## src/sbc_pkg.sv

```systemverilog
/*
 * sbc_pkg: constants and field layouts for the initialization configuration registers.
 * Assumes a 25 MHz system clock and 16-bit SPI commands, MSB first.
 */
package sbc_pkg;
    // command layout
    localparam int CMD_BITS = 16;
    localparam logic [1:0] CMD_WRITE = 2'h1;
    localparam logic [1:0] CMD_READ = 2'h0;
    localparam int CMD_MODE_MSB = 15;
    localparam int CMD_ADDR_MSB = 13;
    localparam int CMD_ADDR_LSB = 9;
    localparam int CMD_PARITY_BIT = 8;

    // register offsets
    localparam logic [4:0] ADDR_INIT_REGULATOR = 5'h05;
    localparam logic [4:0] ADDR_INIT_WATCHDOG = 5'h06;

    // reset values
    localparam logic [7:0] RST_INIT_REGULATOR = 8'h80;
    localparam logic [7:0] RST_INIT_WATCHDOG = 8'h42;

    // timing, rate and printed figures
    localparam int CLK_KHZ = 25000;
    localparam int RST_PULSE_US_00 = 1000;
    localparam int RST_PULSE_US_01 = 5000;
    localparam int RST_PULSE_US_10 = 10000;
    localparam int RST_PULSE_US_11 = 20000;
    localparam int CYC_ON_US_00 = 200;
    localparam int CYC_ON_US_01 = 400;
    localparam int CYC_ON_US_10 = 800;
    localparam int CYC_ON_US_11 = 1600;
    localparam int CNT_W = 20;
    localparam logic [CNT_W-1:0] RST_PULSE_CYC_00 = CNT_W'(RST_PULSE_US_00 * CLK_KHZ / 1000);
    localparam logic [CNT_W-1:0] RST_PULSE_CYC_01 = CNT_W'(RST_PULSE_US_01 * CLK_KHZ / 1000);
    localparam logic [CNT_W-1:0] RST_PULSE_CYC_10 = CNT_W'(RST_PULSE_US_10 * CLK_KHZ / 1000);
    localparam logic [CNT_W-1:0] RST_PULSE_CYC_11 = CNT_W'(RST_PULSE_US_11 * CLK_KHZ / 1000);
    localparam logic [CNT_W-1:0] CYC_ON_CYC_00 = CNT_W'(CYC_ON_US_00 * CLK_KHZ / 1000);
    localparam logic [CNT_W-1:0] CYC_ON_CYC_01 = CNT_W'(CYC_ON_US_01 * CLK_KHZ / 1000);
    localparam logic [CNT_W-1:0] CYC_ON_CYC_10 = CNT_W'(CYC_ON_US_10 * CLK_KHZ / 1000);
    localparam logic [CNT_W-1:0] CYC_ON_CYC_11 = CNT_W'(CYC_ON_US_11 * CLK_KHZ / 1000);

    // undervoltage response codes
    localparam logic [1:0] UV_RST_HIGH_A = 2'h0;
    localparam logic [1:0] UV_INT_HIGH_RST_LOW = 2'h1;
    localparam logic [1:0] UV_RST_LOW = 2'h2;

    typedef struct packed {
        logic cyclic_sync_sel;
        logic [1:0] supply_undervolt_threshold_sel;
        logic [1:0] reset_pulse_length_sel;
        logic aux_regulator_level_sel;
        logic [1:0] cyclic_on_time_sel;
    } sbc_regulator_cfg_t;

    typedef struct packed {
        logic irq_read_timeout_en;
        logic host_overcurrent_ctrl;
        logic overcurrent_timer_sel;
        logic safe_pin_second_reset;
        logic [1:0] watchdog_operation_sel;
        logic watchdog_window_sel;
        logic crank_option_sel;
    } sbc_watchdog_cfg_t;

    typedef struct packed {
        logic uv_irq_at_high;
        logic uv_reset_at_high;
        logic [CNT_W-1:0] reset_hold_cycles;
        logic [CNT_W-1:0] cyclic_on_cycles;
    } sbc_derived_t;
endpackage

```

## src/sbc_init_config_registers.sv

```systemverilog
/*
 * sbc_init_config_registers: SPI-reached initialization configuration registers
 * (regulator and watchdog) with decoded settings for the supply logic.
 * Assumes SPI pins arrive asynchronously and are at least 4x slower than sys_clk_i;
 * init_mode_i comes from the mode controller on the same clock.
 */
// Notes on behaviour
// init registers take writes only while initialization mode is active
// regulator init register sits at address 0_0101, data in bits 7..0
// bit 7 picks cyclic-sense sync; reset value 1
// bits 6:5 pick undervoltage reset/interrupt thresholds 0.9 or 0.7
// bits 4:3 pick reset hold time 1, 5, 10 or 20 ms
// bit 2 picks auxiliary regulator 3.3 V or 5.0 V; reset value 0
// bits 1:0 pick cyclic-sense on time 200, 400, 800, 1600 us
// watchdog init register sits at address 0_0110, data in second byte
// watchdog init field layout; bits 6 and 1 reset to 1
// host sends parity bit 8 as zero when parity is unused
// host reads interrupt source within remaining period plus two periods
// writes outside initialization mode leave configuration unchanged
module sbc_init_config_registers (
    // clock and reset
    input wire logic sys_clk_i,
    input wire logic arst_n_i,
    // mode from device controller
    input wire logic init_mode_i,
    // spi pins
    input wire logic spi_sclk_i,
    input wire logic spi_cs_n_i,
    input wire logic spi_mosi_i,
    output logic spi_miso_o,
    // configuration
    output sbc_pkg::sbc_regulator_cfg_t regulator_cfg_o,
    output sbc_pkg::sbc_watchdog_cfg_t watchdog_cfg_o,
    output sbc_pkg::sbc_derived_t derived_o,
    output logic write_ignored_o
);
    // synchronisers: stage 1 feeds stage 2 only; stage 3 is the edge history
    logic [2:0] sclk_s;
    logic [2:0] cs_s;
    logic [1:0] mosi_s;
    logic [15:0] shift;
    logic [4:0] bit_cnt;
    logic [7:0] reg_regulator;
    logic [7:0] reg_watchdog;
    logic [7:0] rsp;
    logic miso;
    logic wr_ign;
    logic [7:0] next_reg_regulator;
    logic [7:0] next_reg_watchdog;
    logic [15:0] next_shift;
    logic [4:0] next_bit_cnt;
    logic [7:0] next_rsp;
    logic next_miso;
    logic next_wr_ign;
    sbc_pkg::sbc_derived_t next_derived;
    sbc_pkg::sbc_derived_t derived;
    logic sclk_rise;
    logic sclk_fall;
    logic frame_end;
    logic frame_start;
    logic [4:0] cmd_addr;
    logic [1:0] cmd_mode;
    logic [2:0] next_sclk_s;
    logic [2:0] next_cs_s;
    logic [1:0] next_mosi_s;
    sbc_pkg::sbc_regulator_cfg_t next_reg_fields;

    always_comb
    begin
        next_sclk_s = {sclk_s[1:0], spi_sclk_i};
        next_cs_s = {cs_s[1:0], spi_cs_n_i};
        next_mosi_s = {mosi_s[0], spi_mosi_i};
    end

    // reset parks the history at the idle pin levels so no false edge follows reset
    always_ff @(posedge sys_clk_i or negedge arst_n_i)
    begin
        if (!arst_n_i)
        begin
            sclk_s <= 3'h0;
            cs_s <= 3'h7;
            mosi_s <= 2'h0;
        end
        else
        begin
            sclk_s <= next_sclk_s;
            cs_s <= next_cs_s;
            mosi_s <= next_mosi_s;
        end
    end

    assign sclk_rise = sclk_s[1] & ~sclk_s[2];
    assign sclk_fall = ~sclk_s[1] & sclk_s[2];
    assign frame_end = cs_s[1] & ~cs_s[2];
    assign frame_start = ~cs_s[1] & cs_s[2];
    assign cmd_mode = shift[sbc_pkg::CMD_MODE_MSB -: 2];
    assign cmd_addr = shift[sbc_pkg::CMD_ADDR_MSB:sbc_pkg::CMD_ADDR_LSB];

    always_comb
    begin
        next_shift = shift;
        next_bit_cnt = bit_cnt;
        next_reg_regulator = reg_regulator;
        next_reg_watchdog = reg_watchdog;
        next_rsp = rsp;
        next_miso = miso;
        next_wr_ign = 1'b0;
        if (frame_start)
        begin
            next_bit_cnt = 5'h00;
            next_miso = rsp[7];
        end
        else if (!cs_s[1] && sclk_rise)
        begin
            next_shift = {shift[14:0], mosi_s[1]};
            // saturate so an overlong frame can never wrap back to a legal count
            if (bit_cnt != 5'h1F)
                next_bit_cnt = bit_cnt + 5'h01;
        end
        else if (!cs_s[1] && sclk_fall && bit_cnt < 5'h08)
        begin
            // answer byte of the previous read shifts out in the first byte
            next_miso = rsp[3'h7 - bit_cnt[2:0]];
        end
        // the parity position is not checked; the host keeps it at zero
        if (frame_end && bit_cnt == 5'(sbc_pkg::CMD_BITS))
        begin
            next_rsp = 8'h00;
            if (cmd_mode == sbc_pkg::CMD_WRITE)
            begin
                if (init_mode_i)
                begin
                    if (cmd_addr == sbc_pkg::ADDR_INIT_REGULATOR)
                        next_reg_regulator = shift[7:0];
                    if (cmd_addr == sbc_pkg::ADDR_INIT_WATCHDOG)
                        next_reg_watchdog = shift[7:0];
                end
                else if (cmd_addr == sbc_pkg::ADDR_INIT_REGULATOR
                         || cmd_addr == sbc_pkg::ADDR_INIT_WATCHDOG)
                begin
                    next_wr_ign = 1'b1;
                end
            end
            else if (cmd_mode == sbc_pkg::CMD_READ)
            begin
                if (cmd_addr == sbc_pkg::ADDR_INIT_REGULATOR)
                    next_rsp = reg_regulator;
                if (cmd_addr == sbc_pkg::ADDR_INIT_WATCHDOG)
                    next_rsp = reg_watchdog;
            end
        end
    end

    // decoded settings; reset value of the regulator register gives 0.9 reset,
    // 1 ms hold and 200 us on time
    always_comb
    begin
        next_reg_fields = next_reg_regulator;
        next_derived.uv_irq_at_high =
            (next_reg_fields.supply_undervolt_threshold_sel == sbc_pkg::UV_INT_HIGH_RST_LOW);
        next_derived.uv_reset_at_high =
            (next_reg_fields.supply_undervolt_threshold_sel != sbc_pkg::UV_INT_HIGH_RST_LOW)
            && (next_reg_fields.supply_undervolt_threshold_sel != sbc_pkg::UV_RST_LOW);
        unique case (next_reg_fields.reset_pulse_length_sel)
            2'h0: next_derived.reset_hold_cycles = sbc_pkg::RST_PULSE_CYC_00;
            2'h1: next_derived.reset_hold_cycles = sbc_pkg::RST_PULSE_CYC_01;
            2'h2: next_derived.reset_hold_cycles = sbc_pkg::RST_PULSE_CYC_10;
            2'h3: next_derived.reset_hold_cycles = sbc_pkg::RST_PULSE_CYC_11;
        endcase
        unique case (next_reg_fields.cyclic_on_time_sel)
            2'h0: next_derived.cyclic_on_cycles = sbc_pkg::CYC_ON_CYC_00;
            2'h1: next_derived.cyclic_on_cycles = sbc_pkg::CYC_ON_CYC_01;
            2'h2: next_derived.cyclic_on_cycles = sbc_pkg::CYC_ON_CYC_10;
            2'h3: next_derived.cyclic_on_cycles = sbc_pkg::CYC_ON_CYC_11;
        endcase
    end

    always_ff @(posedge sys_clk_i or negedge arst_n_i)
    begin
        if (!arst_n_i)
        begin
            shift <= 16'h0000;
            bit_cnt <= 5'h00;
            rsp <= 8'h00;
            miso <= 1'b0;
            wr_ign <= 1'b0;
        end
        else
        begin
            shift <= next_shift;
            bit_cnt <= next_bit_cnt;
            rsp <= next_rsp;
            miso <= next_miso;
            wr_ign <= next_wr_ign;
        end
    end

    // configuration state: only a complete frame end moves it, so it stays quiet mid-frame
    always_ff @(posedge sys_clk_i or negedge arst_n_i)
    begin
        if (!arst_n_i)
        begin
            reg_regulator <= sbc_pkg::RST_INIT_REGULATOR;
            reg_watchdog <= sbc_pkg::RST_INIT_WATCHDOG;
            derived.uv_irq_at_high <= 1'b0;
            derived.uv_reset_at_high <= 1'b1;
            derived.reset_hold_cycles <= sbc_pkg::RST_PULSE_CYC_00;
            derived.cyclic_on_cycles <= sbc_pkg::CYC_ON_CYC_00;
        end
        else
        begin
            reg_regulator <= next_reg_regulator;
            reg_watchdog <= next_reg_watchdog;
            derived <= next_derived;
        end
    end

    // register fields map straight onto the struct layouts
    assign regulator_cfg_o = reg_regulator;
    assign watchdog_cfg_o = reg_watchdog;
    assign derived_o = derived;
    assign spi_miso_o = miso;
    assign write_ignored_o = wr_ign;
endmodule // sbc_init_config_registers

```

## config.mk

```make
export PLATFORM = sky130hd
export DESIGN_NAME = sbc_init_config_registers
export DESIGN_NICKNAME = d
export VERILOG_FILES = /design/src/sbc_pkg.sv /design/src/sbc_init_config_registers.sv
export SDC_FILE = /design/constraint.sdc
export NUM_CORES = 1
export LEC_CHECK = 0
export BUFFER_PORTS_ARGS = -buffer_cell sky130_fd_sc_hd__buf_4
export CAP_MARGIN = 10
export CORE_ASPECT_RATIO = 0.6
export CORE_MARGIN = 4
export CORE_UTILIZATION = 54
export DETAILED_ROUTE_END_ITERATION = 6
export GPL_TIMING_DRIVEN = 0
export MAX_ROUTING_LAYER = met4
export PLACE_DENSITY = 0.79
export SLEW_MARGIN = 40
export SYNTH_ARGS = -nofsm -noshare
export SYNTH_HDL_FRONTEND = slang
export SYNTH_SLANG_ARGS = --single-unit
```

## constraint.sdc

```tcl
create_clock -name sys_clk_i -period 3.5 [get_ports sys_clk_i]
set_clock_uncertainty 0.15 [all_clocks]
set_input_delay 0.35 -clock sys_clk_i [delete_from_list [all_inputs] [get_ports sys_clk_i]]
set_output_delay 0.35 -clock sys_clk_i [all_outputs]
set_load 0.01 [all_outputs]
```

* Yosys cells after proc, flatten, opt, wreduce, memory -nomap -nowiden
Index checks and enable logic that the tools add are counted.
Word-level totals: register bits after elaboration 97, input port bits 6, output and inout bits 60, logic and storage cells 83
Cells by class: $add $sub $neg 2, $lt $le $gt $ge 2, eq/ne operators 15, multiplexer cells 22, bitwise operators 9, reduce and logical (&&, ||, !) cells 18
Operators by type and width (count):
- $pmux W20 S4 | 2
- $mux W8 | 4
- $mux W7 | 4
- $mux W5 | 3
- $eq A5 B3 Y1 const B | 2
- $eq A2 B1 Y1 const B | 4
- $eq A2 B2 Y1 const B | 4
- $mux W1 | 8
- $reduce_and A4 Y1 | 2
- $logic_not A2 Y1 | 3
- $reduce_and A2 Y1 | 3
- $reduce_bool A2 Y1 | 3
- $add A5 B1 Y5 const B | 1
- $eq A5 B5 Y1 const B | 1
- $logic_and A1 B1 Y1 | 5
- $lt A5 B4 Y1 const B | 1
- $ne A5 B5 Y1 const B | 1
- $not A1 Y1 | 5
- $and A1 B1 Y1 | 4
- $lt A3 B4 Y1 const B | 1
- $ne A2 B2 Y1 const B | 2
- $bmux W1 S3 | 1
- $sub A3 B3 Y3 const A | 1
- $ne A2 B1 Y1 const B | 1
- 2 further kinds | 2

* Depth between registers and ports, before layout
Gate-level depths: netlist of the first run.
word-level depth 7, mapped depth 10, mapped depth without buffers 8

* Worst setup path after synthesis of the first run
Ideal clock, no wire load.
path type reg2reg, start point register cs_s[1], end point register derived, in the netlist derived_o[8], library setup time 84 ps, arrival time 2434 ps, data required time 3266 ps, path slack 832 ps, cell stages (with the launch flop) 8, path buffers 1, period minus slack after synthesis 2668 ps, cell sequence dfstp_2 nor4bb_1 nand3b_1 nor4_2 buf_2 mux2_2 ha_1 or2_2
RTL lines:
- start, declared | RTL line sbc_init_config_registers.sv:39 | logic [2:0] cs_s;
- start signal, assigned | RTL line sbc_init_config_registers.sv:87 | cs_s <= next_cs_s;
- end signal, assigned | RTL line sbc_init_config_registers.sv:214 | derived <= next_derived;
- end, declared | RTL line sbc_init_config_registers.sv:56 | sbc_pkg::sbc_derived_t derived;

==> impl_metrics.py, run 1 <==
metrics = {
    "die": {
        "fp.dieW_um": 107,
        "std_cell_rows": 21,
        "num_io_pins": 66,
        "initial_core_util_pct": 56.7,
        "die_y_um": 67.6,
        "core-area_mm2": 0.00565,
        "die-area_mm2": 0.00727,
    },
    "clock_network": {
        "post_cts_resized": 0,
        "insertion_delay_ps": 350,
        "cts_root_buffer": "clkbuf_8",
        "cts_tree": "built",
        "h-tree-depth": 3,
        "numCtsBuffers": 9,
        "cts.clk_slew.worst_paths_ps": 80,
        "cts_buffer_depth": 2,
        "clock-sinks": 75,
    },
    "setup_path": {
        "crit_required_ps": 3630,
        "crit_chain": "nor4bb_1 -> nand3b_1 -> nor4_2 -> buf_2 -> mux2_2 -> ha_1 -> or2_2",
        "worst-path-buf-inv": 1,
        "cp_top_family": "simple AND/OR/NAND/NOR gates",
        "r2r_slack_ps": 390,
        "crit_path_max_incr_delay_ps": 610,
        "end_kind": "register",
        "r2r-end": "derived_o[8]",
        "regToRegStartpoint": "cs_s[1]",
        "cp_max_fo": 10,
        "path_class": "reg -> reg",
        "crit_arrival_ps": 3250,
        "worstRegToRegCells": 7,
        "slowest_stage": "dfstp_2",
        "startpoint_type": "register",
    },
    "grt": {
        "antenna_found_initial": 0,
        "grt_pass1_vias": 1926,
        "overflow": 0,
        "grt_max_degree": 76,
        "grt_pass1_wl_um": 9800,
        "grt_usage_pct": 18.7,
    },
    "timing": {
        "period_share_pct": 89.0,
        "relSlewSlack_pct": 56.0,
        "hold_viol": 0,
        "slew_viol_final": 0,
        "fmax_ghz": 0.321,
        "setup_tns_ps": 0,
        "period_minus_slack_ps": 3110,
        "hold_slack_ps": 108,
        "setup_viol": 0,
        "rsz0062_at_grt": "no",
        "worstMarginPinSlew_ps": 658,
    },
    "placement": {
        "gp_congestion": 0.796,
        "postPlaceCellArea_mm2": 0.00375,
        "dp_hpwl_um": 4110,
        "io_buffers": 52,
    },
    "power": {
        "irDropWorstVdd_mv": 0.251,
        "power_density_mw_per_mm2": 407,
        "p_leak_uw": 0.00193,
    },
    "synthesis": {
        "seq_area_frac_synth_pct": 59.2,
        "synth-seq-cells": 75,
        "yosysWarningCount": 0,
        "syn_inst": 233,
        "synth_area_mm2": 0.00320,
        "syn_area_per_cell_um2": 13.7,
        "ys_types": 37,
    },
    "layout": {
        "nets": 333,
        "final_area_mm2": 0.00396,
        "layout_commonest_cell": "buf_4",
        "syn_to_final_growth_pct": 23.7,
        "mostFrequentLayoutCells": "buf_4 (73), dfrtp_1 (59), mux2_2 (32), dfstp_2 (16), ha_1 (15)",
        "diodes": 0,
        "drive_above_1_share_pct": 46.7,
    },
    "hold_path": {
        "hold_start": "init_mode_i",
        "whs_endpoint": "write_ignored_o",
        "hp-class": "in -> reg",
        "min_path_cells": 3,
    },
    "status": {
        "status": "completed",
    },
    "drt": {
        "dr.pass1.iters": 4,
        "antenna_left": 0,
        "wire_per_inst_um": 14.9,
        "route.detailed.drc": 0,
        "avgViaCountPerCell": 4.89,
        "first_iter_violations": 49,
        "wirelength_um": 5930,
        "vias": 1943,
    },
    "job": {
        "maxCapViolations": 0,
    },
}
-- how the worst max path moves through the flow --
stage	end	from	depth (start not counted)	slack [ps]
floorplan	derived_o[8]	cs_s[1]	7	830
global route	derived_o[8]	bit_cnt[0]	9	200
detailed placement	derived_o[8]	cs_s[1]	7	370
CTS	derived_o[8]	cs_s[1]	7	350
global placement	derived_o[8]	bit_cnt[0]	9	490
finish	derived_o[8]	cs_s[1]	7	390
-- state kept, by name, summed over array words and instances (netlist names), 2 cells and up --
| register | cells |
|---|---|
| derived_o | 20 |
| shift | 16 |
| regulator_cfg_o | 8 |
| rsp | 8 |
| watchdog_cfg_o | 8 |
| bit_cnt | 5 |
| cs_s | 3 |
| sclk_s | 3 |
| mosi_s | 2 |
-- per-stage QoR --
stage,total power [uW],util [%],worst slack [ps],std cells
floorplan,1000,-,832,245
global placement,1040,66.2,492,377
detailed placement,1040,66.4,369,377
CTS,1630,70.1,346,397
global route,1680,70.1,202,397
finish,1610,70.1,385,397
-- cells in the mapped netlist --
cell type | number | area share [%]
nand2b_1 | 1 | 0.20
dfstp_2 | 16 | 13
nor3_1 | 1 | 0.16
nor2_1 | 9 | 1.1
o21ai_0 | 9 | 1.4
buf_4 | 22 | 5.2
o22ai_1 | 1 | 0.20
buf_1 | 1 | 0.12
a21oi_1 | 2 | 0.31
clkbuf_1 | 3 | 0.35
xnor2_1 | 2 | 0.55
nand3b_1 | 3 | 0.70
or3b_4 | 1 | 0.35
nand3_1 | 1 | 0.16
or2_2 | 3 | 0.59
or3_1 | 1 | 0.20
and3_1 | 1 | 0.20
mux2i_1 | 8 | 2.5
inv_1 | 9 | 1.1
nor2b_1 | 2 | 0.39
dfrtp_1 | 59 | 46
nand2_1 | 9 | 1.1
nor4b_2 | 2 | 0.94
a22oi_1 | 8 | 1.9
nor4b_1 | 1 | 0.27
a311o_1 | 1 | 0.31
o21a_1 | 1 | 0.23
nor4bb_1 | 1 | 0.31
mux2_2 | 32 | 11
nand4_1 | 1 | 0.20
xor2_1 | 1 | 0.27
ha_1 | 15 | 5.9
nor4_2 | 1 | 0.39
buf_2 | 1 | 0.16
mux4_2 | 1 | 0.70
conb_1 | 1 | 0.12
nor3b_4 | 2 | 1.2
-- routing by layer --
layer	vias up	track usage [%]	wire length [um]
met2	55	27.8	2620
met3	8	7.55	399
met4	0	3.78	49
li1	927	-	-
met5	-	-	0
met1	953	24.7	2860
-- area by class of cell --
class                           count  area [um^2]
Timing Repair Buffer               56          434
Sequential cell                    75         1900
Clock inverter                      6         42.5
Clock buffer                       10          128
Tap cell                           80          100
Fill cell                         402         1690
Multi-Input combinational cell    134         1140
Buffer                             27          185
Inverter                            9         33.8
-- worst min-delay path, stage by stage --
cell and delay (ps):
buf_4 90, nor4b_1 40, o21a_1 90
-- what timing repair did --
item	CTS	global route
hold buffers	4	0
setup buffers	0	0
hold endpoints to repair	62	0
-- where the power goes --
part           internal, uW  switching, uW  total [uW]
combinational          49.3           48.2        97.5
clock                   255            324         579
sequential              900           36.1         936
-- cell families (layout without fill, tap and decap cells) --
group / Yosys count / count (layout) / share of synthesized area [%]
adders and majority gates: 15 / 15 / 5.86
muxes: 41 / 41 / 14.5
other: 1 / 13 / 0.117
DFF: 75 / 75 / 59.2
AOI/OAI and AO/OA: 22 / 22 / 4.34
xor gates and xnor gates: 3 / 3 / 0.821
buffers and inverters: 36 / 108 / 6.84
and+or+nand+nor: 40 / 40 / 8.32
No activity file was read; power rests on OpenSTA's default activity.
==> run 2, diff against run 1 <==
SETUP_SLACK_MARGIN = 0.5   (was not set)
==> run 2 against run 1 <==
Effect of this change: core utilization grew 1.2 points; first-iteration DRC count grew 16%; setup slack gained 240 ps; sequential share of layout area shrank 0.82 points; cell count grew 1.8%; via count grew 2.2%; non-clock buffer count grew 7; critical path depth is the same; critical path type unchanged.
==> impl_metrics.py, run 2 (synthesis results as in run 1) <==
metrics = {
    "timing": {
        "period_share_pct": 82.3,
        "setup_viol": 0,
        "setup_tns_ps": 0,
        "period_minus_slack_ps": 2880,
        "worstMarginPinSlew_ps": 685,
        "fmax_ghz": 0.347,
        "hold_viol": 0,
        "slew_viol_final": 0,
        "rsz0062_at_grt": "no",
        "relSlewSlack_pct": 54.1,
        "hold_slack_ps": 108,
    },
    "power": {
        "p_sw_share_pct": 25.3,
        "p_sw_uw": 409,
        "p_comb_share_pct": 6.1,
        "seqPwrFrac_pct": 58.0,
        "power_density_mw_per_mm2": 401,
        "p_clk_share_pct": 35.9,
        "intPower_uw": 1200,
        "p_leak_uw": 0.00199,
        "irDropWorstVdd_mv": 0.251,
    },
    "setup_path": {
        "cp_max_fo": 10,
        "cp_top_family": "simple AND/OR/NAND/NOR gates",
        "r2r_slack_ps": 620,
        "end_kind": "register",
        "slowest_stage": "dfstp_2",
        "worst-path-buf-inv": 1,
        "path_class": "reg -> reg",
        "crit_arrival_ps": 3010,
        "worstRegToRegCells": 7,
        "crit_required_ps": 3630,
        "cp.depth": 7,
        "crit_path_max_incr_delay_ps": 600,
        "regToRegStartpoint": "cs_s[1]",
        "r2r-end": "derived_o[8]",
        "crit_chain": "nor4bb_1 -> nand3b_1 -> nor4_4 -> buf_6 -> mux2_2 -> ha_1 -> or2_2",
        "startpoint_type": "register",
    },
    "layout": {
        "mostFrequentLayoutCells": "buf_4 (80), dfrtp_1 (59), mux2_2 (32), dfstp_2 (16), ha_1 (15)",
        "diodes": 0,
        "nets": 340,
        "instances_no_fill": 404,
        "largest_reg_flops": 20,
        "syn_to_final_growth_pct": 25.8,
        "layout_commonest_cell": "buf_4",
        "drive_above_1_share_pct": 48.1,
        "final_util_pct": 71.3,
        "final_area_mm2": 0.00403,
    },
    "hold_path": {
        "whs_endpoint": "write_ignored_o",
        "hold_start": "init_mode_i",
        "min_path_cells": 3,
        "hp-class": "in -> reg",
    },
    "grt": {
        "overflow": 0,
        "grt_pass1_wl_um": 9790,
        "antenna_found_initial": 0,
        "grt_usage_pct": 18.7,
        "grt_max_degree": 76,
        "grt_pass1_vias": 1926,
    },
    "clock_network": {
        "cts_buffer_depth": 2,
        "h-tree-depth": 3,
        "cts_tree": "built",
        "clock-sinks": 75,
        "cts.clk_slew.worst_paths_ps": 80,
        "numCtsBuffers": 9,
        "insertion_delay_ps": 350,
        "cts_root_buffer": "clkbuf_8",
    },
    "die": {
        "die_y_um": 67.6,
        "die-area_mm2": 0.00727,
        "std_cell_rows": 21,
        "core-area_mm2": 0.00565,
        "fp.dieW_um": 107,
        "initial_core_util_pct": 56.7,
        "num_io_pins": 66,
    },
    "placement": {
        "gp_congestion": 0.796,
        "io_buffers": 52,
        "dp_hpwl_um": 4110,
        "dp.cells": 377,
        "postPlaceCellArea_mm2": 0.00375,
    },
    "drt": {
        "antenna_left": 0,
        "first_iter_violations": 57,
        "avgViaCountPerCell": 4.92,
        "dr.pass1.iters": 4,
        "wirelength_um": 5990,
        "route.detailed.drc": 0,
        "vias": 1986,
        "wire_per_inst_um": 14.8,
    },
    "job": {
        "maxCapViolations": 0,
    },
    "status": {
        "status": "completed",
    },
}
## run 2: how the worst max path moves through the flow
stage	startpoint	to	slack [ps]
CTS	cs_s[1]	derived_o[8]	550
global route	cs_s[1]	derived_o[23]	520
detailed placement	cs_s[1]	derived_o[8]	370
finish	cs_s[1]	derived_o[8]	620
global placement	bit_cnt[0]	derived_o[8]	490
floorplan	cs_s[1]	derived_o[8]	830
## run 2: routing by layer
layer  part of all wire [%]  routed length, um  vias to the layer above  track usage (%)
li1                       -                  -                      942                -
met1                     48               2870                      981             24.6
met2                     45               2680                       58             27.8
met3                    6.6                398                        5             7.55
met4                   0.65                 39                        0             3.78
met5                      0                  0                        -                -
## run 2: final cells by class
cell class / count / area (um^2)
inverter: 9 / 33.8
fill: 392 / 1620
multi-input combinational: 134 / 1150
timing repair buffer: 63 / 487
sequential: 75 / 1900
buffer: 27 / 193
tap: 80 / 100
clock buffer: 10 / 128
clock inverter: 6 / 42.5
## run 2: worst min-delay path, cell delays in order
cell and delay, ps:
buf_4 90, nor4b_1 40, o21a_1 90
## run 2: power groups by stage
stage	sequential [uW]	clock, uW	combinational [uW]
2_1_floorplan	938	0	62.3
4_1_cts	935	594	99.0
3_3_place_gp	947	0	91.0
5_1_grt	942	631	110
3_5_place_dp	950	0	94.3
6_report	937	579	98.1
## run 2: timing repair
item	in CTS	in global routing
buffers inserted	0	7
gates resized for setup	2	3
hold endpoints to repair	62	0
pin swaps	0	2
endpoints found under the setup margin	4	3
gates cloned	0	0
hold buffers	4	0
## run 2: per-stage QoR
stage          total power, uW  setup WS [ps]
2_1_floorplan             1000            832
3_3_place_gp              1040            492
3_5_place_dp              1040            369
4_1_cts                   1630            554
5_1_grt                   1680            515
6_report                  1610            621
==> run 3, diff against run 2 <==
clock period = 2.9 ns   (was 3.5 ns; I/O delays follow)
==> run 3 against run 2 <==
Effect of this change: power is 48% higher; register-to-register slack lost 230 ps; cell area is 8.7% higher; count of clock-buffer cells in the layout decreased by 1; global-route usage increased by 0.98 points; critical path depth did not move; combinational power rose by 29%; first-iteration DRC count grew 47%; sequential power rose by 21%; core utilization up 6.2 points; critical path type unchanged; critical endpoint is now derived_o[27]; largest power group unchanged.
==> impl_metrics.py, run 3 (synthesis results as in run 1) <==
metrics = {
    "status": {
        "status": "completed",
    },
    "clock_network": {
        "cts.clk_slew.worst_paths_ps": 70,
        "numCtsBuffers": 9,
        "insertion_delay_ps": 340,
        "cts_tree": "built",
        "clock-sinks": 75,
        "h-tree-depth": 3,
        "cts_root_buffer": "clkbuf_8",
        "cts_buffer_depth": 2,
    },
    "setup_path": {
        "r2r_slack_ps": 390,
        "crit_path_max_incr_delay_ps": 440,
        "worstSetupStartpoint": "bit_cnt[2]",
        "worstRegToRegCells": 7,
        "end_kind": "register",
        "slowest_stage": "dfrtp_2",
        "regToRegStartpoint": "bit_cnt[2]",
        "cp_max_fo": 5,
        "crit_arrival_ps": 2630,
        "crit_chain": "nor4bb_4 -> nand3b_1 -> nor4_4 -> buf_6 -> mux2_4 -> ha_4 -> or2_4",
        "r2r-end": "derived_o[27]",
        "endpoint": "derived_o[27]",
        "crit_required_ps": 3020,
        "startpoint_type": "register",
        "path_class": "reg -> reg",
    },
    "grt": {
        "grt_pass1_wl_um": 10300,
        "grt_pass1_vias": 1997,
        "antenna_found_initial": 0,
        "grt_usage_pct": 19.7,
        "grt_max_degree": 76,
        "overflow": 0,
    },
    "power": {
        "p_sw_share_pct": 20.4,
        "p_comb_share_pct": 5.3,
        "p_sw_uw": 487,
        "power_density_mw_per_mm2": 545,
        "seqPwrFrac_pct": 47.5,
        "intPower_uw": 1900,
        "p_leak_uw": 0.00213,
        "irDropWorstVdd_mv": 0.384,
        "p_clk_share_pct": 47.2,
    },
    "timing": {
        "rsz0062_at_grt": "yes",
        "slew_viol_final": 0,
        "fmax_ghz": 0.398,
        "period_share_pct": 86.6,
        "worstMarginPinSlew_ps": 652,
        "relSlewSlack_pct": 56.5,
        "setup_slack_ps": 389,
        "setup_tns_ps": 0,
        "hold_viol": 0,
        "setup_viol": 0,
        "period_minus_slack_ps": 2510,
    },
    "die": {
        "std_cell_rows": 21,
        "die_y_um": 67.6,
        "fp.dieW_um": 107,
        "die-area_mm2": 0.00727,
        "num_io_pins": 66,
        "initial_core_util_pct": 56.7,
        "core-area_mm2": 0.00565,
    },
    "drt": {
        "route.detailed.drc": 0,
        "wirelength_um": 6430,
        "vias": 2020,
        "wire_per_inst_um": 15.6,
        "first_iter_violations": 84,
        "avgViaCountPerCell": 4.89,
        "dr.pass1.iters": 4,
        "antenna_left": 0,
    },
    "layout": {
        "syn_to_final_growth_pct": 36.8,
        "mostFrequentLayoutCells": "buf_4 (87), dfrtp_1 (57), mux2_2 (27), dfstp_2 (16), conb_1 (13)",
        "layout_commonest_cell": "buf_4",
        "drive_above_1_share_pct": 55.3,
        "largest_reg_flops": 20,
        "num-fill-cells": 349,
        "nets": 349,
        "final_util_pct": 77.5,
        "diodes": 0,
    },
    "job": {
        "maxCapViolations": 0,
    },
    "hold_path": {
        "hp-class": "in -> reg",
    },
    "placement": {
        "gp_congestion": 0.816,
        "dp_hpwl_um": 4050,
        "dp_slack_ps": 108,
        "io_buffers": 52,
    },
}
[run 3: cell types whose count changed in the layout (fill, tap and decap cells not counted), moves of 3 or more]
| cell | change |
|---|---|
| buf_4 | +7 |
| bufinv_16 | +5 |
| clkinvlp_4 | -5 |
| ha_1 | -10 |
| ha_2 | +6 |
| ha_4 | +4 |
| mux2_2 | -5 |
| mux2_4 | +5 |
| mux2i_1 | -3 |
| or2_2 | -3 |
| or2_4 | +3 |
[run 3: routing by layer]
layer	global-route usage (%)	part of all wire, %	up-vias
met3	5.83	6.2	7
met4	7.09	1.3	0
li1	-	-	956
met2	29.9	47	56
met5	-	0	-
met1	25.5	46	1001
[run 3: repair_timing]
item / in CTS / in global routing
setup buffers: 8 / 7
resized for setup: 15 / 10
endpoints found under the setup margin: 33 / 40
endpoints found under the hold margin: 62 / 0
cloned: 1 / 0
hold buffers: 4 / 0
pin swaps: 5 / 1
[run 3: power by group through the flow]
stage | clock, uW | sequential [uW] | combinational [uW]
global placement | 0 | 1140 | 110
CTS | 1140 | 1130 | 127
detailed placement | 0 | 1150 | 115
finish | 1130 | 1130 | 127
global route | 1200 | 1140 | 143
floorplan | 0 | 1130 | 75.7
[run 3: per-stage QoR]
step / power, uW / instances / hold slack, ps / cell area, um^2
2_1_floorplan: 1210 / 245 / -156 / 3320
5_1_grt: 2480 / 413 / 49.2 / 4380
3_3_place_gp: 1250 / 377 / 184 / 3810
4_1_cts: 2400 / 406 / 37.6 / 4290
3_5_place_dp: 1260 / 377 / 185 / 3830
6_report: 2380 / 413 / 59.9 / 4380
[run 3: worst min path at each step]
stage | startpoint | to | slack (ps) | cells past startpoint
floorplan | arst_n_i | bit_cnt[0] | -160 | 0
global placement | sclk_s[0] | sclk_s[1] | 180 | 0
detailed placement | mosi_s[0] | mosi_s[1] | 180 | 0
CTS | init_mode_i | write_ignored_o | 40 | 3
global route | init_mode_i | write_ignored_o | 50 | 3
finish | init_mode_i | write_ignored_o | 60 | 3
[run 3: final cells by class]
class                   instances  area (um^2)  share of cell area (%)
plain buffers                  27          204                    4.66
clock buffers                   9          124                    2.83
clock inverters                 7          164                    3.74
inverters                       9         33.8                   0.771
multi-input cells             134         1280                    29.3
flip-flops and latches         75         1900                    43.4
well taps                      80          100                    2.29
repair buffers                 72          571                    13.0
[run 3: worst max-delay path, delay by kind of cell, from the launching register on]
| family | cells | cell delay, ps |
|---|---|---|
| flops | 1 | 440 |
| buf+inv | 1 | 210 |
| simple gates | 4 | 1110 |
| mux | 1 | 350 |
| fa+ha+maj | 1 | 170 |
